## config.mk

```make
export PLATFORM = sky130hd
export DESIGN_NAME = ldu_load_unit
export DESIGN_NICKNAME = d
export VERILOG_FILES = /design/src/logic/ldu_pkg.sv /design/src/logic/ldu_load_unit.sv
export VERILOG_INCLUDE_DIRS = /design/src /design/src/logic
export SDC_FILE = /design/constraint.sdc
export NUM_CORES = 1
export LEC_CHECK = 0
export BUFFER_PORTS_ARGS = -buffer_cell sky130_fd_sc_hd__buf_4
export CORE_ASPECT_RATIO = 0.8
export CORE_MARGIN = 1
export CORE_UTILIZATION = 25
export CTS_CLUSTER_DIAMETER = 30
export CTS_CLUSTER_SIZE = 40
export DETAILED_ROUTE_END_ITERATION = 6
export PLACE_DENSITY = 0.56
export SLEW_MARGIN = 40
export SYNTH_ARGS = -nofsm -noshare
export SYNTH_HDL_FRONTEND = slang
export SYNTH_SLANG_ARGS = --single-unit
```

## constraint.sdc

```tcl
create_clock -name clk_i -period 3.7 [get_ports clk_i]
set_input_delay 0.74 -clock clk_i [delete_from_list [all_inputs] [get_ports clk_i]]
set_output_delay 0.74 -clock clk_i [all_outputs]
set_load 0.02 [all_outputs]
```

## src/logic/ldu_params.svh

```systemverilog
// constants for the zero-extending load unit
`ifndef LDU_PARAMS_SVH
`define LDU_PARAMS_SVH

`define LDU_XLEN 32
`define LDU_IMM_W 16
`define LDU_REG_IDX_W 5
`define LDU_CAUSE_W 5
`define LDU_CAUSE_NONE 5'h00
`define LDU_CAUSE_UNALIGNED 5'h01
`define LDU_CAUSE_STORAGE 5'h10
`define LDU_CAUSE_XLATE_MISS 5'h12
`define LDU_HALF_FLIP 32'h0000_0002
`define LDU_BYTE_W 8
`define LDU_HALF_W 16
`define LDU_AREA_DEFAULT 1'h0
`define LDU_REORDER_DEFAULT 1'h1

`endif

```

## src/logic/ldu_pkg.sv

```systemverilog
// types shared by the load unit and its bench
package ldu_pkg;
    typedef enum logic [1:0] {
        LDU_OP_BYTE_IMM,
        LDU_OP_HALF_REG,
        LDU_OP_HALF_IMM,
        LDU_OP_WORD_REG
    } ldu_op_t;

    typedef enum logic [1:0] {
        LDU_SZ_BYTE,
        LDU_SZ_HALF,
        LDU_SZ_WORD
    } ldu_size_t;
endpackage

```

## src/logic/ldu_load_unit.sv

```systemverilog
// execution unit for zero-extending loads with exception checks
`timescale 1ns/10ps
`include "ldu_params.svh"

// Functional notes
// - register forms: address is sum of both source registers
// - immediate forms: address is first source plus sign-extended 16-bit constant
// - byte load fills low byte, clears upper 24 bits
// - halfword load fills low halfword, clears upper 16 bits
// - word load faults unaligned unless low two address bits zero
// - halfword load faults when address bit zero set; bytes never checked
// - virtual mode and no translation gives cause 10010, store flag cleared
// - user and virtual mode with forbidden zone gives 10000, zone bit set
// - on miss or storage fault save mode flags then clear both
// - unaligned gives 00001, store clear, destination index, word-size bit
// - priority: translation miss, then zone protection, then alignment
// - any fault leaves destination unchanged, no writeback
// - reversed halfword uses flipped halfword location and swaps bytes
// - reversed word swaps all four bytes
// - reversed forms accepted only when reorder parameter is one
// - completion takes one cycle, or two when area-optimised
// - immediate sign extension replaced when prefix directly precedes
// - prefix supplies upper 16 bits; interrupts held off until next instruction
module ldu_load_unit #(
    parameter logic area_optimised_param = `LDU_AREA_DEFAULT,
    parameter logic reorder_enable_param = `LDU_REORDER_DEFAULT
) (
    input wire logic clk_i,
    input wire logic reset_n_i,
    // pipeline issue side
    input wire logic issue_valid_i,
    input wire ldu_pkg::ldu_op_t issue_op_i,
    input wire logic issue_reversed_i,
    input wire logic [`LDU_XLEN-1:0] first_src_gpr_i,
    input wire logic [`LDU_XLEN-1:0] second_src_gpr_i,
    input wire logic [`LDU_IMM_W-1:0] imm_field_i,
    input wire logic [`LDU_REG_IDX_W-1:0] dest_idx_i,
    input wire logic prefix_valid_i,
    input wire logic [`LDU_IMM_W-1:0] prefix_value_i,
    input wire logic other_issue_i,
    output logic issue_ready_o,
    output logic illegal_o,
    output logic irq_hold_o,
    // machine state flags written by the pipeline
    input wire logic msr_write_i,
    input wire logic msr_user_i,
    input wire logic msr_virtual_i,
    output logic user_mode_flag_o,
    output logic virtual_mode_flag_o,
    output logic saved_user_flag_o,
    output logic saved_virtual_flag_o,
    // translation unit
    output logic xlate_req_o,
    output logic [`LDU_XLEN-1:0] xlate_addr_o,
    input wire logic xlate_valid_i,
    input wire logic xlate_miss_i,
    input wire logic zone_forbid_i,
    // data memory bus
    output logic mem_req_o,
    output logic [`LDU_XLEN-1:0] mem_addr_o,
    output ldu_pkg::ldu_size_t mem_size_o,
    input wire logic mem_ack_i,
    input wire logic [`LDU_XLEN-1:0] mem_rdata_i,
    // writeback
    output logic wb_valid_o,
    output logic [`LDU_REG_IDX_W-1:0] wb_idx_o,
    output logic [`LDU_XLEN-1:0] wb_data_o,
    // exception status
    output logic exc_valid_o,
    output logic [`LDU_CAUSE_W-1:0] exception_cause_code_o,
    output logic exc_store_o,
    output logic zone_protect_cause_o,
    output logic exc_word_o,
    output logic [`LDU_REG_IDX_W-1:0] exc_reg_idx_o
);

    typedef enum logic [1:0] {
        LDU_ST_IDLE,
        LDU_ST_CHECK,
        LDU_ST_MEM,
        LDU_ST_LATENCY
    } ldu_state_t;

    // operand size of an opcode, used by both the check and placement paths
    function automatic ldu_pkg::ldu_size_t op_size(input ldu_pkg::ldu_op_t op);
        case (op)
            ldu_pkg::LDU_OP_BYTE_IMM: op_size = ldu_pkg::LDU_SZ_BYTE;
            ldu_pkg::LDU_OP_WORD_REG: op_size = ldu_pkg::LDU_SZ_WORD;
            default: op_size = ldu_pkg::LDU_SZ_HALF;
        endcase
    endfunction

    ldu_state_t state_reg;
    ldu_pkg::ldu_op_t op_reg;
    logic reversed_reg;
    logic [`LDU_REG_IDX_W-1:0] dest_reg;
    logic prefix_lock_reg;
    logic [`LDU_IMM_W-1:0] prefix_val_reg;
    logic user_reg;
    logic virt_reg;
    logic [`LDU_XLEN-1:0] rdata_reg;

    logic is_imm;
    logic rev_illegal;
    logic [`LDU_XLEN-1:0] imm_ext;
    logic [`LDU_XLEN-1:0] eff_addr;
    logic [`LDU_XLEN-1:0] addr_next;
    logic take;
    logic fault_miss;
    logic fault_zone;
    logic fault_align;
    logic [`LDU_XLEN-1:0] load_data;
    logic [`LDU_XLEN-1:0] raw_data;
    logic finish;

    // operand formation; the prefix replaces sign extension
    always_comb begin
        is_imm = (issue_op_i == ldu_pkg::LDU_OP_BYTE_IMM) ||
                 (issue_op_i == ldu_pkg::LDU_OP_HALF_IMM);
        rev_illegal = issue_reversed_i && !reorder_enable_param;
        if (prefix_lock_reg) begin
            imm_ext = {prefix_val_reg, imm_field_i};
        end else begin
            imm_ext = {{(`LDU_XLEN-`LDU_IMM_W){imm_field_i[`LDU_IMM_W-1]}}, imm_field_i};
        end
        if (is_imm) begin
            eff_addr = first_src_gpr_i + imm_ext;
        end else begin
            eff_addr = first_src_gpr_i + second_src_gpr_i;
        end
        // reversed halfword reads the other halfword of the word
        if (issue_reversed_i && op_size(issue_op_i) == ldu_pkg::LDU_SZ_HALF) begin
            addr_next = eff_addr ^ `LDU_HALF_FLIP;
        end else begin
            addr_next = eff_addr;
        end
        take = issue_valid_i && issue_ready_o && !rev_illegal;
    end

    // check results, evaluated in fixed priority
    always_comb begin
        fault_miss = virt_reg && xlate_miss_i;
        fault_zone = !fault_miss && user_reg && virt_reg && zone_forbid_i;
        fault_align = 1'b0;
        if (op_size(op_reg) == ldu_pkg::LDU_SZ_WORD) begin
            fault_align = (mem_addr_o[1:0] != 2'h0);
        end else if (op_size(op_reg) == ldu_pkg::LDU_SZ_HALF) begin
            fault_align = mem_addr_o[0];
        end
        fault_align = fault_align && !fault_miss && !fault_zone;
    end

    // data placement with zero extension and optional byte swap
    always_comb begin
        raw_data = mem_rdata_i;
        case (op_size(op_reg))
            ldu_pkg::LDU_SZ_BYTE: begin
                load_data = {{(`LDU_XLEN-`LDU_BYTE_W){1'b0}}, raw_data[`LDU_BYTE_W-1:0]};
            end
            ldu_pkg::LDU_SZ_HALF: begin
                if (reversed_reg) begin
                    load_data = {{(`LDU_XLEN-`LDU_HALF_W){1'b0}},
                                 raw_data[7:0], raw_data[15:8]};
                end else begin
                    load_data = {{(`LDU_XLEN-`LDU_HALF_W){1'b0}}, raw_data[`LDU_HALF_W-1:0]};
                end
            end
            default: begin
                if (reversed_reg) begin
                    load_data = {raw_data[7:0], raw_data[15:8],
                                 raw_data[23:16], raw_data[31:24]};
                end else begin
                    load_data = raw_data;
                end
            end
        endcase
        finish = (state_reg == LDU_ST_MEM && mem_ack_i && !area_optimised_param) ||
                 (state_reg == LDU_ST_LATENCY);
    end

    // sequencing: check, then read, then optional extra stage
    always_ff @(posedge clk_i or negedge reset_n_i) begin
        if (!reset_n_i) begin
            state_reg <= LDU_ST_IDLE;
            issue_ready_o <= 1'b1;
            xlate_req_o <= 1'b0;
            mem_req_o <= 1'b0;
        end else begin
            case (state_reg)
                LDU_ST_IDLE: begin
                    if (take) begin
                        state_reg <= LDU_ST_CHECK;
                        issue_ready_o <= 1'b0;
                        xlate_req_o <= 1'b1;
                    end
                end
                LDU_ST_CHECK: begin
                    if (xlate_valid_i) begin
                        xlate_req_o <= 1'b0;
                        if (fault_miss || fault_zone || fault_align) begin
                            state_reg <= LDU_ST_IDLE;
                            issue_ready_o <= 1'b1;
                        end else begin
                            state_reg <= LDU_ST_MEM;
                            mem_req_o <= 1'b1;
                        end
                    end
                end
                LDU_ST_MEM: begin
                    if (mem_ack_i) begin
                        mem_req_o <= 1'b0;
                        if (area_optimised_param) begin
                            state_reg <= LDU_ST_LATENCY;
                        end else begin
                            state_reg <= LDU_ST_IDLE;
                            issue_ready_o <= 1'b1;
                        end
                    end
                end
                LDU_ST_LATENCY: begin
                    state_reg <= LDU_ST_IDLE;
                    issue_ready_o <= 1'b1;
                end
                default: begin
                    state_reg <= LDU_ST_IDLE;
                    issue_ready_o <= 1'b1;
                    xlate_req_o <= 1'b0;
                    mem_req_o <= 1'b0;
                end
            endcase
        end
    end

    // request capture; address is held steady for both translation and bus
    always_ff @(posedge clk_i or negedge reset_n_i) begin
        if (!reset_n_i) begin
            op_reg <= ldu_pkg::LDU_OP_BYTE_IMM;
            reversed_reg <= 1'b0;
            dest_reg <= '0;
            xlate_addr_o <= '0;
            mem_addr_o <= '0;
            mem_size_o <= ldu_pkg::LDU_SZ_BYTE;
        end else if (take) begin
            op_reg <= issue_op_i;
            reversed_reg <= issue_reversed_i;
            dest_reg <= dest_idx_i;
            xlate_addr_o <= addr_next;
            mem_addr_o <= addr_next;
            mem_size_o <= op_size(issue_op_i);
        end
    end

    // rejected reversed forms are flagged for one cycle and not executed
    always_ff @(posedge clk_i or negedge reset_n_i) begin
        if (!reset_n_i) begin
            illegal_o <= 1'b0;
        end else begin
            illegal_o <= issue_valid_i && issue_ready_o && rev_illegal;
        end
    end

    // prefix lock: lives until the very next instruction of any kind
    always_ff @(posedge clk_i or negedge reset_n_i) begin
        if (!reset_n_i) begin
            prefix_lock_reg <= 1'b0;
            prefix_val_reg <= '0;
            irq_hold_o <= 1'b0;
        end else if (prefix_valid_i) begin
            prefix_lock_reg <= 1'b1;
            prefix_val_reg <= prefix_value_i;
            irq_hold_o <= 1'b1;
        end else if ((issue_valid_i && issue_ready_o) || other_issue_i) begin
            prefix_lock_reg <= 1'b0;
            irq_hold_o <= 1'b0;
        end
    end

    // mode flags; a fault in the same cycle wins over a pipeline write
    always_ff @(posedge clk_i or negedge reset_n_i) begin
        if (!reset_n_i) begin
            user_reg <= 1'b0;
            virt_reg <= 1'b0;
            saved_user_flag_o <= 1'b0;
            saved_virtual_flag_o <= 1'b0;
        end else if (state_reg == LDU_ST_CHECK && xlate_valid_i && (fault_miss || fault_zone)) begin
            saved_user_flag_o <= user_reg;
            saved_virtual_flag_o <= virt_reg;
            user_reg <= 1'b0;
            virt_reg <= 1'b0;
        end else if (msr_write_i) begin
            user_reg <= msr_user_i;
            virt_reg <= msr_virtual_i;
        end
    end

    // live flags are exported from their own copies so outputs stay registered
    always_ff @(posedge clk_i or negedge reset_n_i) begin
        if (!reset_n_i) begin
            user_mode_flag_o <= 1'b0;
            virtual_mode_flag_o <= 1'b0;
        end else begin
            user_mode_flag_o <= user_reg;
            virtual_mode_flag_o <= virt_reg;
        end
    end

    // exception status; fields not named by a fault keep their old value
    always_ff @(posedge clk_i or negedge reset_n_i) begin
        if (!reset_n_i) begin
            exc_valid_o <= 1'b0;
            exception_cause_code_o <= `LDU_CAUSE_NONE;
            exc_store_o <= 1'b0;
            zone_protect_cause_o <= 1'b0;
            exc_word_o <= 1'b0;
            exc_reg_idx_o <= '0;
        end else begin
            exc_valid_o <= 1'b0;
            if (state_reg == LDU_ST_CHECK && xlate_valid_i) begin
                if (fault_miss) begin
                    exc_valid_o <= 1'b1;
                    exception_cause_code_o <= `LDU_CAUSE_XLATE_MISS;
                    exc_store_o <= 1'b0;
                end else if (fault_zone) begin
                    exc_valid_o <= 1'b1;
                    exception_cause_code_o <= `LDU_CAUSE_STORAGE;
                    exc_store_o <= 1'b0;
                    zone_protect_cause_o <= 1'b1;
                end else if (fault_align) begin
                    exc_valid_o <= 1'b1;
                    exception_cause_code_o <= `LDU_CAUSE_UNALIGNED;
                    exc_store_o <= 1'b0;
                    exc_word_o <= (op_size(op_reg) == ldu_pkg::LDU_SZ_WORD);
                    exc_reg_idx_o <= dest_reg;
                end
            end
        end
    end

    // area build holds read data one extra cycle before writeback
    always_ff @(posedge clk_i or negedge reset_n_i) begin
        if (!reset_n_i) begin
            rdata_reg <= '0;
        end else if (state_reg == LDU_ST_MEM && mem_ack_i) begin
            rdata_reg <= load_data;
        end
    end

    // writeback only on a clean completion
    always_ff @(posedge clk_i or negedge reset_n_i) begin
        if (!reset_n_i) begin
            wb_valid_o <= 1'b0;
            wb_idx_o <= '0;
            wb_data_o <= '0;
        end else begin
            wb_valid_o <= finish;
            if (finish) begin
                wb_idx_o <= dest_reg;
                wb_data_o <= (state_reg == LDU_ST_LATENCY) ? rdata_reg : load_data;
            end
        end
    end

endmodule

```

==> impl_metrics.ini <==
[detailed_routing]
drt-wirelength-per-cell_um = 17.0
antenna_left = 0
firstDrtPassIters = 5
drt_iter0_markers = 697
drt-total-wl_um = 28900
vias_per_cell = 4.70
via_count = 8004
drc = 0

[setup_path]
path_max_fanout = 10
cp_cell_sequence = buf_4 > inv_1 > ha_1 > nor2_4 > buf_12 > buf_12 > mux2_2 > ha_1 > a21oi_1 > o21ai_1 > a211oi_1 > nor2_1 > nor3b_2 > buf_4 > xor2_1 > o21ai_1
start_kind = primary input
r2r_setup_slack_ps = 890
cp-end-kind = register
worstPathArrival_ps = 3640
critical-path-max-stage-delay_ps = 350
worst-setup-path-type = in2reg
worstPathRequired_ps = 4030
slowest_stage = mux2_2

[timing]
relSlewSlack = 0.502
final_max_slew_viol_count = 0
hold_ws_ps = 259
setup_viol = 0
finalHoldViolations = 0
period_share = 0.895
clock.fmax_mhz = 302
rsz0062_at_grt = no
min_period_ps = 3310
worstMarginPinSlew_ps = 747
skew_ps = 11.6

[grt]
grt.overflow.total = 0
grt_pass1_wl_um = 44500
antenna_found_initial = 1
grt_max_degree = 67
grt_pass1_vias = 7830
grtUsageTotal = 0.161

[power_and_ir_drop]
leakagePower_nw = 6.37
clockPowerShare = 0.407
share_comb_of_total_power = 0.212
vdd_drop_max_v = 0.000256
p_seq_frac = 0.380
powerDensity_nw_per_um2 = 361
switching_share = 0.296
power_switching_mw = 1.31
report.power.total_mw = 4.43
power.internal_mw = 3.12

[logic_synthesis]
synthCells = 927
ys.warnings.count = 0
yosysTopAreaCell = dfrtp_1
avgSynthCellArea_um2 = 9.53
ys.flop_type = dfrtp_1
synthTopCellsByArea = dfrtp_1 42%, nand2_1 6.2%, mux2_2 5.6%, ha_1 5.4%, a21o_1 4.4%
synth.distinct_cells = 67
synth_edf_count = 0
async_reset_ff_frac = 1.00
synth_top_area_frac = 0.425
ys_seq_elements = 151
yosysSeqAreaShare = 0.428
synth_area_um2 = 8830

[clock_tree]
h-tree-depth = 4
clk_path_buf_depth = 2
postCtsSetupRepairBufs = 0
cts_tree = done
cts_num_sinks = 151
cts_resized = 0
worstSkewPairLatency_ps = 450
cts_buffers = 17
cts_root_buf = clkbuf_16
cts.clk_slew.worst_paths_ps = 70
cts_hold_buffers = 0

[placed_design]
io_buffers = 270
gp_congestion = 0.832
hpwl_um = 22200

[floorplanning]
die_x_um = 212
core-area_um2 = 34800
die_h_um = 170
initial_core_util = 0.254
design.die.area_um2 = 36100
io_pins = 275
row_count = 61

[flow_run]
cap_viol_max_count = 0

[cells_and_area]
num_antenna_cells = 0
fill_cells = 3591
layout.nets = 1406
drive_gt1_frac = 0.366
area_growth_pct = 39.0

[outcome]
status = finished, final reports clean

[min_path]
hold_path.class = in2async
## worst paths after layout
path	from	end	cells past startpoint
hold / removal	reset_n_i	dest_reg[1]	1
hold reg to reg	user_reg	user_mode_flag_o	0
setup / recovery	issue_op_i[0]	mem_addr_o[23]	16
max in group asynchronous	reset_n_i	mem_addr_o[19]	2
setup reg to reg	prefix_lock_reg	mem_addr_o[30]	12
min in group clk_i	user_reg	user_mode_flag_o	0
## power groups by stage
stage | Combinational (mW) | Sequential [mW] | Clock [mW]
CTS | 0.945 | 1.69 | 1.86
detailed placement | 0.939 | 1.72 | 0
global route | 1.04 | 1.69 | 1.93
finish | 0.942 | 1.69 | 1.81
floorplan | 0.484 | 1.72 | 0
global placement | 0.938 | 1.72 | 0
## Yosys cell counts (all sizes together), types with 14 or more instances
| cell | number |
|---|---|
| a221o | 33 |
| ha | 38 |
| buf | 59 |
| o21ai | 68 |
| mux2i | 14 |
| dfrtp | 150 |
| a21o | 52 |
| nand2 | 147 |
| a21oi | 61 |
| nand2b | 15 |
| clkbuf | 33 |
| mux2 | 44 |
| nor2 | 46 |
| inv | 18 |
## routing by layer
layer	global-route usage	up-vias	part of all wire
met5	0	-	0.00035
met4	0.0479	2	0.015
met3	0.0388	26	0.059
met2	0.250	249	0.45
met1	0.220	3847	0.48
li1	-	3880	-
## kinds of logic (layout without fill, tap and decap cells)
| group | after synthesis | count (layout) | synth area share |
|---|---|---|---|
| xor gates and xnor gates | 22 | 22 | 0.0218 |
| other | 1 | 4 | 0.000424 |
| buffers and inverters | 110 | 412 | 0.0673 |
| and+or+nand+nor | 261 | 261 | 0.130 |
| AOI/OAI and AO/OA | 285 | 285 | 0.225 |
| DFF | 151 | 151 | 0.428 |
| muxes | 58 | 58 | 0.0719 |
| adders and majority gates | 39 | 39 | 0.0561 |
## worst max-delay path, delay by kind of cell
kind / cells / cell delay (ps)
compound gates: 4 / 760
fa+ha+maj: 2 / 530
xor+xnor: 1 / 150
buf+inv: 5 / 580
simple gates: 3 / 520
mux: 1 / 350
## stage by stage
stage	std cells	area, µm²	utilization	setup slack [ps]	setup TNS [ps]
floorplan	930	8850	-	36.8	0
global placement	1672	11700	0.336	-46.6	-117
detailed placement	1672	11700	0.336	-55.1	-268
CTS	1704	12300	0.353	422	0
global route	1704	12300	0.353	202	0
finish	1704	12300	0.353	390	0
## placed cells by master, fill, tap and decap left out, drive strengths merged, types with 14 or more instances in the layout
master | Yosys | final
a21o | 52 | 52
a21oi | 61 | 61
a221o | 33 | 33
buf | 59 | 362
clkbuf | 33 | 18
dfrtp | 150 | 150
ha | 38 | 38
inv | 18 | 26
mux2 | 44 | 44
mux2i | 14 | 14
nand2 | 147 | 147
nand2b | 15 | 15
nor2 | 46 | 46
o21ai | 68 | 68
## layout make-up
class                           instances  area [µm²]  share of cell area
Multi-Input combinational cell        669        4490               0.366
Sequential cell                       151        3780               0.308
Timing Repair Buffer                  362        2760               0.225
Tap cell                              472         591              0.0481
Clock buffer                           18         439              0.0358
Clock inverter                         14         155              0.0126
Inverter                               18        67.6             0.00550
Note: power is estimated with default switching activity, not from simulation.
